### src/hdl/scr_pkg.sv
package scr_pkg;

    // ------------------------------------------------------------
    // Register port and map
    // ------------------------------------------------------------
    localparam int ADDR_W = 4;
    localparam int DATA_W = 16;
    localparam logic [3:0] REG_CTRL = 4'h0;
    localparam logic [3:0] REG_BAUD = 4'h1;
    localparam logic [3:0] REG_RXBUF = 4'h2;
    localparam logic [3:0] REG_STATUS = 4'h3;
    localparam logic [15:0] CTRL_RST = 16'h0000;
    localparam logic [15:0] BAUD_RST = 16'h0001;
    localparam int ST_FULL = 0;
    localparam int ST_OVERRUN = 1;
    localparam int ST_BUSY = 2;

    // ------------------------------------------------------------
    // Mode and clock source codes
    // ------------------------------------------------------------
    localparam logic [1:0] MODE_SYNC = 2'h0;
    localparam logic [1:0] MODE_UART7 = 2'h1;
    localparam logic [1:0] MODE_UART8 = 2'h2;
    localparam logic [1:0] MODE_UART9 = 2'h3;
    localparam logic [1:0] SRC_BAUD = 2'h0;
    localparam logic [1:0] SRC_SYS = 2'h1;
    localparam logic [1:0] SRC_TIMER = 2'h2;
    localparam logic [1:0] SRC_PIN = 2'h3;

    // ------------------------------------------------------------
    // Timing counts
    // ------------------------------------------------------------
    localparam int CNT_W = 4;
    localparam logic [3:0] CNT_LAST = 4'hf;
    localparam logic [3:0] CNT_START = 4'h1;
    localparam logic [3:0] SAMPLE_FIRST = 4'h7;
    localparam logic [3:0] SAMPLE_LAST = 4'h9;
    localparam logic [3:0] SYNC_LAST_BIT = 4'h7;
    localparam logic [3:0] DIV_FULL = 4'h0;
    localparam logic [4:0] DIV_SIXTEEN = 5'h10;
    localparam logic [3:0] FRAC_N_MIN = 4'h2;
    localparam logic [3:0] FRAC_N_MAX = 4'hf;
    localparam int PRE_W = 8;

    // ------------------------------------------------------------
    // Register layouts
    // ------------------------------------------------------------
    typedef struct packed {
        logic [6:0] rsvd;
        logic rx_enable;
        logic ninth_enable;
        logic wakeup_filter;
        logic [1:0] uart_clock_source;
        logic shift_clock_edge;
        logic shift_clock_direction;
        logic [1:0] mode;
    } scr_ctrl_s;

    typedef struct packed {
        logic [4:0] rsvd;
        logic fraction_enable;
        logic [1:0] prescale_tap_select;
        logic [3:0] fraction_k_field;
        logic [3:0] integer_divisor_field;
    } scr_baud_s;

endpackage

### src/hdl/scr_baud_gen.sv
`timescale 1ns/1ps
module scr_baud_gen (
    // Clock and reset
    input wire logic CLK,
    input wire logic ARST_N,
    // Configuration
    input scr_pkg::scr_baud_s cfg,
    input wire logic uart_mode,
    // Output tick
    output logic tick_ff
);
    logic [scr_pkg::PRE_W-1:0] pre_ff;
    logic [4:0] div_cnt_ff;
    logic [3:0] acc_ff;
    logic ext_ff;
    logic tap_hit;
    logic frac_ok;
    logic [4:0] n_val;
    logic [4:0] last;
    logic [4:0] nxt_acc;

    always_comb begin
        unique case (cfg.prescale_tap_select)
            2'h0: tap_hit = &pre_ff[1:0];
            2'h1: tap_hit = &pre_ff[3:0];
            2'h2: tap_hit = &pre_ff[5:0];
            default: tap_hit = &pre_ff[7:0];
        endcase
    end

    // A zero divisor field stands for sixteen.
    assign n_val = (cfg.integer_divisor_field == scr_pkg::DIV_FULL) ? scr_pkg::DIV_SIXTEEN
                   : {1'b0, cfg.integer_divisor_field};
    assign frac_ok = cfg.fraction_enable && uart_mode
                     && cfg.integer_divisor_field >= scr_pkg::FRAC_N_MIN
                     && cfg.integer_divisor_field <= scr_pkg::FRAC_N_MAX
                     && cfg.fraction_k_field != 4'h0;
    assign nxt_acc = {1'b0, acc_ff} + (scr_pkg::DIV_SIXTEEN - {1'b0, cfg.fraction_k_field});
    assign last = n_val - 5'h01 + {4'h0, ext_ff};

    always_ff @(posedge CLK or negedge ARST_N) begin
        if (!ARST_N) begin
            pre_ff <= '0;
        end else begin
            pre_ff <= pre_ff + 8'h01;
        end
    end

    // Stretching 16-K periods in sixteen by one tap, on the carries of a (16-K) accumulator,
    // gives the average N + (16-K)/16 without a fractional counter.
    always_ff @(posedge CLK or negedge ARST_N) begin
        if (!ARST_N) begin
            div_cnt_ff <= '0;
            acc_ff <= '0;
            ext_ff <= 1'b0;
            tick_ff <= 1'b0;
        end else begin
            tick_ff <= 1'b0;
            if (tap_hit) begin
                if (div_cnt_ff >= last) begin
                    div_cnt_ff <= '0;
                    tick_ff <= 1'b1;
                    acc_ff <= frac_ok ? nxt_acc[3:0] : 4'h0;
                    ext_ff <= frac_ok && nxt_acc[4];
                end else begin
                    div_cnt_ff <= div_cnt_ff + 5'h01;
                end
            end
        end
    end

    property p_int_period;
        @(posedge CLK) disable iff (!ARST_N)
        (tick_ff && !frac_ok) |-> ($past(div_cnt_ff) >= $past(n_val) - 5'h01) && $past(tap_hit);
    endproperty
    a_int_period: assert property (p_int_period) else $error("baud tick early");

    property p_tap;
        @(posedge CLK) disable iff (!ARST_N)
        (cfg.prescale_tap_select == 2'h1 && tap_hit) |-> pre_ff[3:0] == 4'hf;
    endproperty
    a_tap: assert property (p_tap) else $error("prescale tap wrong");
endmodule

### src/hdl/scr_os_counter.sv
`timescale 1ns/1ps
module scr_os_counter (
    // Clock and reset
    input wire logic CLK,
    input wire logic ARST_N,
    // Control
    input wire logic en,
    input wire logic load,
    input wire logic [scr_pkg::CNT_W-1:0] load_val,
    // Status
    output logic [scr_pkg::CNT_W-1:0] cnt_ff,
    output logic wrap_ff
);
    always_ff @(posedge CLK or negedge ARST_N) begin
        if (!ARST_N) begin
            cnt_ff <= '0;
        end else if (load) begin
            cnt_ff <= load_val;
        end else if (en) begin
            cnt_ff <= cnt_ff + 4'h1;
        end
    end

    always_ff @(posedge CLK or negedge ARST_N) begin
        if (!ARST_N) begin
            wrap_ff <= 1'b0;
        end else begin
            wrap_ff <= en && !load && cnt_ff == scr_pkg::CNT_LAST;
        end
    end

    property p_wrap;
        @(posedge CLK) disable iff (!ARST_N)
        wrap_ff |-> $past(cnt_ff) == scr_pkg::CNT_LAST && cnt_ff == 4'h0;
    endproperty
    a_wrap: assert property (p_wrap) else $error("tick not on sixteenth count");
endmodule

### src/hdl/scr_top.sv
// Function
// - Fraction enabled in UART mode divides tap clock by N plus (16-K)/16.
// - Fraction off ignores K and divides the selected tap by N, 1 to 16.
// - Fraction only applies for N of 2 to 15 and K of 1 to 15.
// - Two-bit tap select picks prescaler divide by 4, 16, 64 or 256.
// - External clock in UART mode gives a bit rate of that clock over 16.
// - External clock in synchronous mode shifts one bit per clock period.
// - Timer match may be the UART oversampling clock, never the sync clock.
// - Synchronous clock output is the baud generator output divided by 2.
// - Synchronous clock input is made by detecting the chosen pin edge.
// - UART clock source picks baud generator, system clock, timer or pin.
// - Four-bit receive counter spends 16 clocks per bit, samples 7th to 9th.
// - Each asynchronously received bit is the majority of its three samples.
// - A start bit is accepted when two of three samples are low.
// - Clock output mode samples the receive pin on the chosen generated edge.
// - Clock input mode samples the receive pin on the chosen external edge.
// - A full 7 or 8 bit word moves to the holding buffer and interrupts.
// - A word arriving while holding is unread flags overrun and is dropped.
// - Ninth bit holds parity in 8-bit mode or the top data bit in 9-bit.
// - Nine-bit mode with wakeup filter interrupts only when ninth bit is 1.
// - Four-bit transmit counter emits a bit tick every 16 oversampling clocks.
//
// The strobed register port and the address map were chosen for this implementation.
`timescale 1ns/1ps
module scr_top (
    // Clock and reset
    input wire logic CLK,
    input wire logic ARST_N,
    // Register port
    input wire logic [scr_pkg::ADDR_W-1:0] ADDR,
    input wire logic [scr_pkg::DATA_W-1:0] WDATA,
    input wire logic WR,
    input wire logic RD,
    output logic [scr_pkg::DATA_W-1:0] RDATA,
    // Serial pins
    input wire logic RXD,
    input wire logic SCLK_IN,
    output logic SCLK_OUT,
    output logic SCLK_OE_N,
    // Timer and events
    input wire logic TIMER_MATCH,
    output logic RX_INT,
    output logic TX_TICK
);
    typedef enum logic [1:0] {RX_IDLE, RX_HUNT, RX_BITS, RX_STOP} scr_rx_e;

    scr_pkg::scr_ctrl_s ctrl_ff;
    scr_pkg::scr_baud_s baud_ff;
    scr_rx_e state_ff;
    logic [scr_pkg::DATA_W-1:0] rdata_ff;
    logic [8:0] shift_ff;
    logic [8:0] hold_ff;
    logic [8:0] nxt_shift;
    logic [3:0] bitcnt_ff;
    logic [1:0] samp_ff;
    logic full_ff;
    logic overrun_ff;
    logic rx_int_ff;
    logic sclk_ff;
    logic oe_n_ff;
    logic pin_q_ff;
    logic pin_rise;
    logic pin_fall;
    logic uart;
    logic sync_out;
    logic baud_tick;
    logic os_tick;
    logic sync_sample;
    logic [3:0] rx_cnt;
    logic [3:0] cur;
    logic vote;
    logic ninth;
    logic [3:0] nbits;
    logic decide;
    logic xfer;
    logic wake_ok;
    logic rd_buf;
    logic rd_stat;

    // ------------------------------------------------------------
    // Clock selection
    // ------------------------------------------------------------
    assign uart = ctrl_ff.mode != scr_pkg::MODE_SYNC;
    assign sync_out = !uart && !ctrl_ff.shift_clock_direction;
    assign pin_rise = SCLK_IN && !pin_q_ff;
    assign pin_fall = !SCLK_IN && pin_q_ff;

    scr_baud_gen u_baud (
        .CLK(CLK),
        .ARST_N(ARST_N),
        .cfg(baud_ff),
        .uart_mode(uart),
        .tick_ff(baud_tick)
    );

    // The timer source is reachable only through the UART source field, so
    // synchronous mode can never be clocked by it.
    always_comb begin
        unique case (ctrl_ff.uart_clock_source)
            scr_pkg::SRC_BAUD: os_tick = baud_tick;
            scr_pkg::SRC_SYS: os_tick = 1'b1;
            scr_pkg::SRC_TIMER: os_tick = TIMER_MATCH;
            default: os_tick = pin_rise;
        endcase
    end

    // Generated shift clock edges are sampled in the cycle they are driven.
    assign sync_sample = ctrl_ff.rx_enable && !uart
                         && (ctrl_ff.shift_clock_direction
                             ? (ctrl_ff.shift_clock_edge ? pin_fall : pin_rise)
                             : baud_tick && sclk_ff == ctrl_ff.shift_clock_edge);

    always_ff @(posedge CLK or negedge ARST_N) begin
        if (!ARST_N) begin
            pin_q_ff <= 1'b1;
        end else begin
            pin_q_ff <= SCLK_IN;
        end
    end

    always_ff @(posedge CLK or negedge ARST_N) begin
        if (!ARST_N) begin
            sclk_ff <= 1'b1;
            oe_n_ff <= 1'b1;
        end else begin
            oe_n_ff <= !sync_out;
            if (!sync_out || !ctrl_ff.rx_enable) begin
                sclk_ff <= 1'b1;
            end else if (baud_tick) begin
                sclk_ff <= !sclk_ff;
            end
        end
    end

    // ------------------------------------------------------------
    // Bit counters
    // ------------------------------------------------------------
    scr_os_counter u_rx_cnt (
        .CLK(CLK),
        .ARST_N(ARST_N),
        .en(os_tick && state_ff != RX_IDLE),
        .load(os_tick && uart && ctrl_ff.rx_enable && state_ff == RX_IDLE && !RXD),
        .load_val(scr_pkg::CNT_START),
        .cnt_ff(rx_cnt),
        .wrap_ff()
    );

    scr_os_counter u_tx_cnt (
        .CLK(CLK),
        .ARST_N(ARST_N),
        .en(os_tick && uart),
        .load(1'b0),
        .load_val(4'h0),
        .cnt_ff(),
        .wrap_ff(TX_TICK)
    );

    // ------------------------------------------------------------
    // Receive sequencing
    // ------------------------------------------------------------
    assign cur = rx_cnt + 4'h1;
    assign vote = (samp_ff[0] & samp_ff[1]) | (samp_ff[0] & RXD) | (samp_ff[1] & RXD);
    assign decide = os_tick && state_ff != RX_IDLE && cur == scr_pkg::SAMPLE_LAST;
    assign ninth = ctrl_ff.mode == scr_pkg::MODE_UART9
                   || (ctrl_ff.mode == scr_pkg::MODE_UART8 && ctrl_ff.ninth_enable);
    assign nbits = (ctrl_ff.mode == scr_pkg::MODE_UART7 && !ctrl_ff.ninth_enable) ? 4'h7
                   : (ninth ? 4'h9 : 4'h8);

    always_comb begin
        nxt_shift = shift_ff;
        xfer = 1'b0;
        if (sync_sample) begin
            nxt_shift[bitcnt_ff] = RXD;
            xfer = bitcnt_ff == scr_pkg::SYNC_LAST_BIT;
        end else if (decide && state_ff == RX_BITS) begin
            nxt_shift[bitcnt_ff] = vote;
            xfer = ninth && bitcnt_ff == nbits - 4'h1;
        end else if (decide && state_ff == RX_STOP) begin
            xfer = !ninth;
        end
    end

    always_ff @(posedge CLK or negedge ARST_N) begin
        if (!ARST_N) begin
            state_ff <= RX_IDLE;
        end else if (!ctrl_ff.rx_enable || !uart) begin
            state_ff <= RX_IDLE;
        end else if (state_ff == RX_IDLE) begin
            if (os_tick && !RXD) begin
                state_ff <= RX_HUNT;
            end
        end else if (decide) begin
            unique case (state_ff)
                RX_HUNT: state_ff <= vote ? RX_IDLE : RX_BITS;
                RX_BITS: state_ff <= (bitcnt_ff == nbits - 4'h1) ? RX_STOP : RX_BITS;
                default: state_ff <= RX_IDLE;
            endcase
        end
    end

    always_ff @(posedge CLK or negedge ARST_N) begin
        if (!ARST_N) begin
            samp_ff <= '0;
        end else if (os_tick && cur >= scr_pkg::SAMPLE_FIRST && cur < scr_pkg::SAMPLE_LAST) begin
            samp_ff <= {RXD, samp_ff[1]};
        end
    end

    always_ff @(posedge CLK or negedge ARST_N) begin
        if (!ARST_N) begin
            shift_ff <= '0;
            bitcnt_ff <= '0;
        end else if (xfer || (decide && state_ff == RX_HUNT)) begin
            shift_ff <= '0;
            bitcnt_ff <= '0;
        end else if (sync_sample || (decide && state_ff == RX_BITS)) begin
            shift_ff <= nxt_shift;
            bitcnt_ff <= bitcnt_ff + 4'h1;
        end
    end

    // ------------------------------------------------------------
    // Holding buffer
    // ------------------------------------------------------------
    assign rd_buf = RD && ADDR == scr_pkg::REG_RXBUF;
    assign rd_stat = RD && ADDR == scr_pkg::REG_STATUS;
    assign wake_ok = !(ctrl_ff.mode == scr_pkg::MODE_UART9 && ctrl_ff.wakeup_filter)
                     || nxt_shift[8];

    // A read in the same cycle as a transfer frees the buffer in time.
    always_ff @(posedge CLK or negedge ARST_N) begin
        if (!ARST_N) begin
            hold_ff <= '0;
            full_ff <= 1'b0;
            rx_int_ff <= 1'b0;
        end else begin
            rx_int_ff <= 1'b0;
            if (xfer && !(full_ff && !rd_buf)) begin
                hold_ff <= nxt_shift;
                full_ff <= wake_ok;
                rx_int_ff <= wake_ok;
            end else if (rd_buf) begin
                full_ff <= 1'b0;
            end
        end
    end

    always_ff @(posedge CLK or negedge ARST_N) begin
        if (!ARST_N) begin
            overrun_ff <= 1'b0;
        end else if (xfer && full_ff && !rd_buf) begin
            overrun_ff <= 1'b1;
        end else if (rd_stat) begin
            overrun_ff <= 1'b0;
        end
    end

    // ------------------------------------------------------------
    // Register port
    // ------------------------------------------------------------
    always_ff @(posedge CLK or negedge ARST_N) begin
        if (!ARST_N) begin
            ctrl_ff <= scr_pkg::CTRL_RST;
            baud_ff <= scr_pkg::BAUD_RST;
        end else if (WR && ADDR == scr_pkg::REG_CTRL) begin
            ctrl_ff <= {7'h00, WDATA[8:0]};
        end else if (WR && ADDR == scr_pkg::REG_BAUD) begin
            baud_ff <= {5'h00, WDATA[10:0]};
        end
    end

    always_ff @(posedge CLK or negedge ARST_N) begin
        if (!ARST_N) begin
            rdata_ff <= '0;
        end else if (RD) begin
            unique case (ADDR)
                scr_pkg::REG_CTRL: rdata_ff <= ctrl_ff;
                scr_pkg::REG_BAUD: rdata_ff <= baud_ff;
                scr_pkg::REG_RXBUF: rdata_ff <= {7'h00, hold_ff};
                scr_pkg::REG_STATUS: rdata_ff <= {13'h0000, state_ff != RX_IDLE,
                                                  overrun_ff, full_ff};
                default: rdata_ff <= '0;
            endcase
        end else begin
            rdata_ff <= '0;
        end
    end

    assign RDATA = rdata_ff;
    assign SCLK_OUT = sclk_ff;
    assign SCLK_OE_N = oe_n_ff;
    assign RX_INT = rx_int_ff;

    // ------------------------------------------------------------
    // Checks
    // ------------------------------------------------------------
    property p_overrun_keep;
        @(posedge CLK) disable iff (!ARST_N)
        (xfer && full_ff && !rd_buf) |=> overrun_ff && $stable(hold_ff) && !rx_int_ff;
    endproperty
    a_overrun_keep: assert property (p_overrun_keep) else $error("overrun lost buffer");

    property p_load_int;
        @(posedge CLK) disable iff (!ARST_N)
        (xfer && !full_ff && wake_ok) |=> rx_int_ff && full_ff && hold_ff == $past(nxt_shift);
    endproperty
    a_load_int: assert property (p_load_int) else $error("word not moved");

    property p_wakeup;
        @(posedge CLK) disable iff (!ARST_N)
        (rx_int_ff && ctrl_ff.mode == scr_pkg::MODE_UART9 && ctrl_ff.wakeup_filter) |-> hold_ff[8];
    endproperty
    a_wakeup: assert property (p_wakeup) else $error("wakeup filter leak");

    property p_start;
        @(posedge CLK) disable iff (!ARST_N)
        (decide && state_ff == RX_HUNT && ctrl_ff.rx_enable && uart)
            |=> (state_ff == RX_BITS) == ($past(vote) == 1'b0);
    endproperty
    a_start: assert property (p_start) else $error("start vote ignored");

    property p_clk_div;
        @(posedge CLK) disable iff (!ARST_N)
        (sync_out && ctrl_ff.rx_enable && $past(sync_out) && $changed(sclk_ff))
            |-> $past(baud_tick);
    endproperty
    a_clk_div: assert property (p_clk_div) else $error("shift clock moved off tick");

    property p_align;
        @(posedge CLK) disable iff (!ARST_N)
        (state_ff == RX_IDLE && os_tick && !RXD && uart && ctrl_ff.rx_enable)
            |=> rx_cnt == scr_pkg::CNT_START;
    endproperty
    a_align: assert property (p_align) else $error("counter not aligned");
endmodule

### config.mk
export PLATFORM = sky130hd
export DESIGN_NAME = scr_top
export DESIGN_NICKNAME = d
export VERILOG_FILES = /design/src/hdl/scr_pkg.sv /design/src/hdl/scr_baud_gen.sv /design/src/hdl/scr_os_counter.sv /design/src/hdl/scr_top.sv
export SDC_FILE = /design/constraint.sdc
export NUM_CORES = 1
export LEC_CHECK = 0
export ABC_AREA = 1
export BUFFER_PORTS_ARGS = -buffer_cell sky130_fd_sc_hd__buf_2
export CORE_ASPECT_RATIO = 0.6
export CORE_MARGIN = 2
export CORE_UTILIZATION = 60
export CTS_CLUSTER_SIZE = 24
export DETAILED_ROUTE_END_ITERATION = 8
export PLACE_DENSITY = 0.8
export SLEW_MARGIN = 15
export SYNTH_ARGS = -nofsm -noshare
export SYNTH_HDL_FRONTEND = slang
export SYNTH_SLANG_ARGS = --single-unit
### constraint.sdc
create_clock -name CLK -period 3.3 [get_ports CLK]
set_clock_uncertainty 0.2 [all_clocks]
set_input_delay 0.33 -clock CLK [delete_from_list [all_inputs] [get_ports CLK]]
set_output_delay 0.33 -clock CLK [all_outputs]
set_load 0.02 [all_outputs]
# [Yosys cells after proc, flatten, opt, wreduce, memory -nomap -nowiden]
# Cells that the tools add are included.
[totals] ff_bits=96 latchBits=0 elab_cells=192 output_inout_bits=20 romBits=0 mem_count=0 mem_bits_rw=0
[op_classes] n_shift=0 muxes=42 div_mod_pow=0 n_lt_le_gt_ge=7 n_mul=0 n_addsub=10 n_eq_ne=19 n_reduce_logical=77 bitwise=6
[ops] cell="11-bit one-hot mux with 4 select lines" count=1
[ops] cell="1-bit logical AND" count=37
[ops] cell="9-bit two-way mux" count=4
[ops] cell="4-bit two-way mux" count=6
[ops] cell="9-bit bitwise mux" count=2
[ops] cell="1-bit two-way mux" count=17
[ops] cell="2-bit nonzero test" count=7
[ops] cell="1-bit logical NOT" count=13
[ops] cell="4-bit by 1-bit adder with 4-bit output (second input constant)" count=3
[ops] cell="2-bit equality test (second input constant)" count=6
[ops] cell="11-bit two-way mux" count=1
[ops] cell="2-bit two-way mux" count=5
[ops] cell="5-bit two-way mux" count=2
[ops] cell="8-bit by 1-bit adder with 8-bit output (second input constant)" count=1
[ops] cell="2-bit by 1-bit equality test with 1-bit output (second input constant)" count=4
[ops] cell="4-bit by 2-bit equality test with 1-bit output (second input constant)" count=2
[ops] cell="4-bit equality test (second input constant)" count=2
[ops] cell="4-bit logical NOT" count=2
[ops] cell="2-bit AND reduction" count=4
[ops] cell="8-bit AND reduction" count=1
[ops] cell="2-bit logical NOT" count=3
[ops] cell="1-bit logical OR" count=6
[ops] cell="1-bit one-hot mux with 3 select lines" count=2
[ops] cell="6-bit AND reduction" count=1
[ops] cell="other kinds (26)" count=29

# [Logic depth before layout (Yosys ltp)]
# Gate-level depths: netlist of the first run.
[logic_depth] word_depth=13 depth_mapped=15

# [Cells and area by module]
# A second synthesis of the first run with hierarchy kept.
[hier_totals] hier_cells=672 area_unflattened_um2=5223.8
[modules_own_cells] module="scr_top" instances=1 area_each_um2=3410.8 seq_area_each_um2=1581.5 cells_each=445
[modules_own_cells] module="scr_baud_gen" instances=1 area_each_um2=1285.0 seq_area_each_um2=475.5 cells_each=163
[modules_own_cells] module="scr_os_counter" instances=2 area_each_um2=264.0 seq_area_each_um2=125.1 cells_each=32

# [Worst setup path after synthesis of the first run]
# OpenSTA, ideal clock, no wires.
[synth_timing] kind="register -> register" start="reg baud_ff[0] (netlist bit)" end="reg u_baud.ext_ff" arrival_ns=2.263 required_time_ns=2.970 path_buffers=0 stages_incl_launch_ff=15 synth_period_minus_slack_ns=2.593 slack_ns=0.707 path_cell_list="dfstp_2 > inv_1 > ha_1 > ha_1 > a21oi_1 > o21ai_0 > ha_1 > nand2_1 > inv_1 > o21ai_1 > nand3_1 > a21oi_1 > nor2_4 > o211ai_1 > o21ai_0"
[synth_via] elab_chain_cells=6
[synth_rtl] item="from (decl)" line_no="scr_top.sv:48" source="scr_pkg::scr_baud_s baud_ff;"
[synth_rtl] item="from (signal assigned)" line_no="scr_top.sv:264" source="baud_ff <= scr_pkg::BAUD_RST;"
[synth_rtl] item="from (signal assigned)" line_no="scr_top.sv:268" source="baud_ff <= {5'h00, WDATA[10:0]};"
[synth_rtl] item="4-bit logical NOT" line_no="scr_baud_gen.sv:32" source="assign n_val = (cfg.integer_divisor_field == scr_pkg::DIV_FULL) ? scr_pkg::DIV_SIXTEEN"
[synth_rtl] item="5-bit two-way mux" line_no="scr_baud_gen.sv:32"
[synth_rtl] item="5-bit by 1-bit subtractor with 5-bit output" line_no="scr_baud_gen.sv:39" source="assign last = n_val - 5'h01 + {4'h0, ext_ff};"
[synth_rtl] item="5-bit by 1-bit adder with 5-bit output" line_no="scr_baud_gen.sv:39"
[synth_rtl] item="5-bit greater-or-equal comparator" line_no="scr_baud_gen.sv:60" source="if (div_cnt_ff >= last) begin"
[synth_rtl] item="2-bit AND reduction (no line)"
[synth_rtl] item="to (signal assigned)" line_no="scr_baud_gen.sv:64" source="ext_ff <= frac_ok && nxt_acc[4];"
[synth_rtl] item="to (decl)" line_no="scr_baud_gen.sv:15" source="logic ext_ff;"
# Parallel ways exist; a longest one is shown, timed or not.
# A chain may end at the register's enable or synchronous reset.

# [Worst setup path after layout of the first run]
[layout_timing] start="reg baud_ff[0] (netlist bit)" end="reg u_baud.acc_ff[3]"
[layout_via] elab_chain_cells=6
[layout_rtl] item="4-bit logical NOT" line_no="scr_baud_gen.sv:32"
[layout_rtl] item="5-bit two-way mux" line_no="scr_baud_gen.sv:32"
[layout_rtl] item="5-bit by 1-bit subtractor with 5-bit output" line_no="scr_baud_gen.sv:39"
[layout_rtl] item="5-bit by 1-bit adder with 5-bit output" line_no="scr_baud_gen.sv:39"
[layout_rtl] item="5-bit greater-or-equal comparator" line_no="scr_baud_gen.sv:60"
[layout_rtl] item="2-bit AND reduction (no line)"
[layout_rtl] item="to (signal assigned)" line_no="scr_baud_gen.sv:63" source="acc_ff <= frac_ok ? nxt_acc[3:0] : 4'h0;"
[layout_rtl] item="to (decl)" line_no="scr_baud_gen.sv:14" source="logic [3:0] acc_ff;"
# Parallel ways exist; a longest one is shown, timed or not.

==> out/qor.txt, run 1 <==
Final hold vios - 0
Async SR Flop Fraction - 100%
Initial antenna violation count - 0
Final WL - 12100 um
Vias in the first global route - 4001
Die Ht - 75.5 um
Initial DRC Count - 368
Crit. End Element - flip-flop
Most common cell in the netlist - nand2_1
H-tree depth - 3
Seq pwr share - 41.9%
Ys flop type - dfrtp_1
Cell count after placement - 762
CTS clock-pin slew for the worst setup and hold paths - 60 ps
Internal power - 2.22 mW
Crit path DAT - 2920 ps
Family with the most delay on the worst path - compound AO/OA/AOI/OAI gates
First-pass GRT wire length - 19300 um
Final count of pins violating max slew - 0
DP Area - 5360 um2
Pin count of the biggest net entering global routing - 51
DRT antenna net count - 0
CTS tree - done
Clock power frac - 29.9%
Crit-path max FO - 8
Gate power share - 28.2%
Non-Filler Instances - 780
Register area share after synthesis - 44.6%
Die W - 123 um
Initial Util - 60.9%
Crit path time final - 2870 ps
Util after Layout - 67.6%
Setup Fix Bufs, Post-CTS - 0
Layout cells sized above 1 - 15.4%
Slew @ Worst Pin - 666 ps
Global route overflow - 0
PD cells - 611 nW/um2
Fin nets - 717
Most frequent cells after synthesis - 151 x nand2_1, 87 x dfrtp_1, 79 x inv_1
Worst Hold Class - input port to flip-flop
Max Clk Rate - 349 MHz
I/O pin count - 47
Post-DP HPWL - 8920 um
Wirelength per Cell - 15.5 um
EDFF count, synth - 0
Core area - 8390 um2
Startpoint Class - flip-flop
Top post-synthesis cells by area - dfrtp_1 43%, nand2_1 11%, ha_1 6.4%
Slowest cell delay on critical path - 550 ps
Die Area - 9300 um2
Final setup vio count - 0
Vias per inst - 5.60
Syn-to-layout area delta - 11.0%
Row count - 26
Library cells used by synthesis - 43
Root buf cell - clkbuf_16
Area leader, netlist - dfrtp_1
CTS Buf Count - 9
Post-Syn Instances - 624
Outcome - finished, final reports clean
Max Cap Violations - 0
Worst-case vdd ir drop - 355 uV
Switching fraction of total power - 36.1%
Residual DRC - 0
# clock sinks - 91
TNS Setup - 0 ps
CP max stage cell - dfstp_2
Clk Latency, worst-skew pair - 350 ps
Total GRT Usage - 27.5%
Count of state elements after synthesis - 91
Diode count - 0
Max_slew headroom - 55.5%
Unrepaired setup endpoints after global routing - no
Design Area, Final - 5680 um2
Longest Clk Path Bufs - 2
Worst path cell trace - inv_1 > ha_1 > ha_1 > a21oi_1 > o21ai_0 > ha_1 > a21oi_1 > nand3_1 > a21oi_1 > nor2_4 > inv_2 > nand2_1 > o31ai_1
WP data required - 3350 ps
Via Count - 4365
WS Path Type - flip-flop to flip-flop
Avg Inst Size Synth - 8.19 um2
P_sw - 1.25 mW
PortBufs - 36
Fin crit share - 86.9%
Post-synth top area share - 42.6%
YS warnings - 0
Flop2flop setup slack - 430 ps
DR pass1 iterations - 5
Leakage - 2.88 nW
# fillers - 678
Gpl congestion - 0.921
Worst path buffer plus inverter count - 2
Cell Area, Synth - 5110 um2
-- path summary, 6_finish.rpt --
| kind | endpoint | start | cells past startpoint |
|---|---|---|---|
| setup / recovery | u_baud.acc_ff[3]$_DFFE_PN0P_ | baud_ff[0]$_DFFE_PN1P_ | 13 |
| hold / removal | baud_ff[9]$_DFFE_PN0P_ | WDATA[9] | 3 |
| setup reg to reg | u_baud.acc_ff[3]$_DFFE_PN0P_ | baud_ff[0]$_DFFE_PN1P_ | 13 |
| hold reg to reg | samp_ff[0]$_DFFE_PN0P_ | samp_ff[0]$_DFFE_PN0P_ | 2 |
| max in group asynchronous | baud_ff[0]$_DFFE_PN1P_ | ARST_N | 3 |
| min in group asynchronous | shift_ff[4]$_DFFE_PN0P_ | ARST_N | 2 |
-- sequential cells by signal, indices dropped and copies added (netlist names) --
| register | cells |
|---|---|
| u_tx_cnt.wrap_ff | 1 |
| state_ff | 2 |
| u_tx_cnt.cnt_ff | 4 |
| RDATA | 11 |
| u_rx_cnt.cnt_ff | 4 |
| pin_q_ff | 1 |
| u_baud.tick_ff | 1 |
| ctrl_ff | 9 |
| hold_ff | 9 |
| u_baud.div_cnt_ff | 5 |
| baud_ff | 11 |
| full_ff | 1 |
| u_baud.ext_ff | 1 |
| u_baud.acc_ff | 4 |
| RX_INT | 1 |
| u_baud.pre_ff | 8 |
| samp_ff | 2 |
| overrun_ff | 1 |
| SCLK_OE_N | 1 |
| shift_ff | 9 |
| SCLK_OUT | 1 |
| bitcnt_ff | 4 |
-- layout make-up --
cell class                      instances  area [um2]  share of cell area, %
Clock buffer                           10         229                   4.03
Clock inverter                          6        66.3                   1.17
Inverter                               89         334                   5.89
Multi-Input combinational cell        433        2400                   42.3
Sequential cell                        91        2280                   40.2
Tap cell                              112         140                   2.47
Timing Repair Buffer                   39         223                   3.92
-- per-layer routing --
layer / track usage [%] / wire length, um / share of wire, % / vias to the layer above
met3: 6.51 / 817 / 6.7 / 16
met1: 39.5 / 5730 / 47 / 2094
met2: 42.4 / 5430 / 45 / 148
met5: 0 / 0 / 0 / -
li1: - / - / - / 2107
met4: 7.70 / 135 / 1.1 / 0
-- per-stage QoR --
step | power [mW] | setup slack (ps) | hold slack (ps)
2_1_floorplan | 2.14 | 707 | -166
3_3_place_gp | 2.34 | 554 | 150
3_5_place_dp | 2.43 | 460 | 158
4_1_cts | 3.47 | 450 | 23.3
5_1_grt | 3.67 | 223 | 48.8
6_report | 3.47 | 432 | 30.3
-- cells by family (layout without fill, tap and decap cells) --
logic type               Yosys count  after routing  share of synthesized area [%]
buffers and inverters            104            144                           8.71
other                              1              5                         0.0733
adder cells (fa/ha/maj)           27             27                           6.75
XOR/XNOR                          13             13                           2.23
multiplexers                       1              1                          0.220
AO/OA/AOI/OAI                    107            107                           12.3
flip-flops                        91             91                           44.6
AND/OR/NAND/NOR                  280            280                           25.1
-- power groups by stage --
stage	Clock, mW	Sequential (mW)	Combinational (mW)
2_1_floorplan	0	1.44	0.704
3_3_place_gp	0	1.46	0.888
3_5_place_dp	0	1.47	0.959
4_1_cts	1.05	1.45	0.970
5_1_grt	1.09	1.48	1.11
6_report	1.04	1.45	0.977
-- repair_timing --
item	CTS	global route
hold buffers	2	0
endpoints found under the hold margin	39	0
gates resized for setup	0	0
-- cell usage in the layout, fill, tap and decap left out, drive strengths merged, types with 4 or more instances in the layout --
cell type / netlist / routed
nand2: 167 / 167
buf: 10 / 37
xor2: 10 / 10
nor2: 41 / 41
clkbuf: 5 / 10
o221ai: 6 / 6
inv: 87 / 88
conb: 1 / 5
nor3: 8 / 8
o21ai: 58 / 58
nand4: 10 / 10
a21oi: 34 / 34
nand3: 49 / 49
dfstp: 4 / 4
ha: 26 / 26
dfrtp: 87 / 87
-- tightest hold or removal path: stages --
cell and delay [ps]:
buf_2 70, nor2_1 30, a21oi_1 100
Note: power is estimated with default switching activity, not from simulation.
==> run 2, diff against run 1 <==
==> constraint.sdc (replaced) <==
create_clock -name CLK -period 2.9 [get_ports CLK]
set_clock_uncertainty 0.2 [all_clocks]
set_input_delay 0.29 -clock CLK [delete_from_list [all_inputs] [get_ports CLK]]
set_output_delay 0.29 -clock CLK [all_outputs]
set_load 0.02 [all_outputs]
==> out/qor.txt, run 2 (synthesis results as in run 1) <==
Initial antenna violation count - 0 (unchanged)
Crit path time final - 2760 ps (-105 ps)
Crit. End Element - flip-flop
PortBufs - 36 (unchanged)
Fin crit share - 95.3% (+8.4 points)
Outcome - finished, final reports clean
Layout cells sized above 1 - 16.6% (+1.2 points)
Startpoint Class - flip-flop
Crit-path max FO - 7 (-1)
Final setup margin - 138 ps (-295 ps)
Flop2flop setup slack - 140 ps (-290 ps)
Worst-case vdd ir drop - 412 uV (+16%)
Clk Latency, worst-skew pair - 350 ps (about the same)
Initial DRC Count - 305 (-17%)
Core area - 8390 um2 (unchanged)
Global route overflow - 0 (unchanged)
CTS tree - done
Initial Util - 60.9% (unchanged)
Max Cap Violations - 0 (unchanged)
Design Area, Final - 5820 um2 (+2.6%)
Worst R2R End - u_baud.acc_ff[3]$_DFFE_PN0P_
Slew @ Worst Pin - 668 ps (+1.80 ps)
I/O pin count - 47 (unchanged)
Root buf cell - clkbuf_16
Gpl congestion - 0.912 (-0.93%)
Total GRT Usage - 28.0% (+0.50 points)
WP data required - 2960 ps (-390 ps)
Commonest cells after routing, fill and taps aside - 151 x nand2_1, 87 x dfrtp_1, 79 x inv_1, 47 x nand3_1, 38 x o21ai_0
Wirelength per Cell - 15.3 um (-1.4%)
Die W - 123 um (unchanged)
DR pass1 iterations - 5 (unchanged)
PD cells - 700 nW/um2 (+14%)
Final count of pins violating max slew - 0 (unchanged)
Worst R2R Path Depth - 15 (+2)
Max Clk Rate - 362 MHz (+3.8%)
CTS clock-pin slew for the worst setup and hold paths - 60 ps (about the same)
# clock sinks - 91 (unchanged)
Residual DRC - 0 (unchanged)
Longest Clk Path Bufs - 2 (unchanged)
Worst Hold End - ctrl_ff[2]$_DFFE_PN0P_
WS Path Type - flip-flop to flip-flop
Max_slew headroom - 55.5% (about the same)
DRT antenna net count - 0 (unchanged)
Most common cell after layout, fill and taps aside - nand2_1
CP Launch Point - baud_ff[0]$_DFFE_PN1P_
Via Count - 4402 (+0.85%)
Post-DP HPWL - 8720 um (-2.2%)
CTS Buf Count - 9 (unchanged)
H-tree depth - 3 (unchanged)
Hold path depth - 3 (unchanged)
Final WL - 12100 um (+0.12%)
First-pass GRT wire length - 19600 um (+1.7%)
Dpl ws - 45.3 ps (-415 ps)
Worst Hold Class - input port to flip-flop
Syn-to-layout area delta - 13.8%
Reg2reg start - baud_ff[0]$_DFFE_PN1P_
Crit path DAT - 2820 ps (-100 ps)
DP Area - 5380 um2 (+0.42%)
Pin count of the biggest net entering global routing - 51 (unchanged)
Die Ht - 75.5 um (unchanged)
Row count - 26 (unchanged)
Die Area - 9300 um2 (unchanged)
# fillers - 659 (-2.8%)
Diode count - 0 (unchanged)
Final hold vios - 0 (unchanged)
Fin nets - 729 (+1.7%)
Final setup vio count - 0 (unchanged)
Leakage - 2.96 nW (+2.6%)
Vias per inst - 5.56 (-0.68%)
Hold Crit Start - WDATA[2]
Vias in the first global route - 4032 (+0.77%)
==> run 2: metrics by stage <==
stage / util [%] / hold slack (ps) / TNS, ps / power, mW / instances
after floorplan: - / -206 / 0 / 2.44 / 628
after global placement: 64.1 / 154 / 0 / 2.67 / 765
after detailed placement: 64.1 / 161 / 0 / 2.75 / 765
after CTS: 68.9 / 5.96 / 0 / 4.02 / 789
after global routing: 69.4 / 25.7 / -215 / 4.33 / 792
final: 69.4 / 19.6 / 0 / 4.07 / 792
==> run 2: cell type report <==
cell class	count	area [um2]	area share (%)
well taps	112	140	2.41
flip-flops and latches	91	2280	39.2
clock inverters	6	90.1	1.55
repair buffers	51	328	5.63
inverters	89	334	5.74
multi-input cells	433	2420	41.5
clock buffers	10	229	3.93
==> run 2: layer usage <==
| metal | vias up | part of all wire [%] | track usage (%) |
|---|---|---|---|
| met2 | 178 | 43 | 40.4 |
| met4 | 0 | 1.7 | 9.47 |
| met1 | 2069 | 47 | 40.2 |
| met3 | 25 | 9.0 | 8.91 |
| met5 | - | 0 | 0 |
| li1 | 2130 | - | - |
==> run 2: how the worst max path moves through the flow <==
stage                                        end  slack, ps
floorplan              u_baud.ext_ff$_DFFE_PN0P_        310
global placement    u_baud.acc_ff[0]$_DFFE_PN0P_        160
detailed placement  u_baud.acc_ff[3]$_DFFE_PN0P_         50
CTS                 u_baud.acc_ff[3]$_DFFE_PN0P_         30
global route           u_baud.ext_ff$_DFFE_PN0P_        -50
finish              u_baud.acc_ff[3]$_DFFE_PN0P_        140
==> run 2: report_power, final <==
part           switching [mW]  leakage, nW  internal, mW  total [mW]
Combinational           0.743         1.63         0.413        1.16
Clock                   0.499        0.153         0.756        1.26
Sequential              0.192         1.18          1.47        1.66
Total                    1.43         2.96          2.64        4.07
==> run 2: critical path, stage by stage (launching register included) <==
cell	delay, ps
dfstp_2	550
inv_1	50
ha_1	200
ha_2	200
a21oi_1	140
o21ai_0	120
ha_1	330
nand2_1	80
inv_1	50
o21ai_1	70
nand3_1	100
a21oi_2	220
nor2_4	100
inv_2	130
nand2_1	80
o31ai_2	60
==> run 2: timing repair <==
action,CTS,global route
endpoints found under the setup margin,0,10
setup buffers,0,3
resized for setup,0,4
hold buffers,8,0
endpoints found under the hold margin,55,0
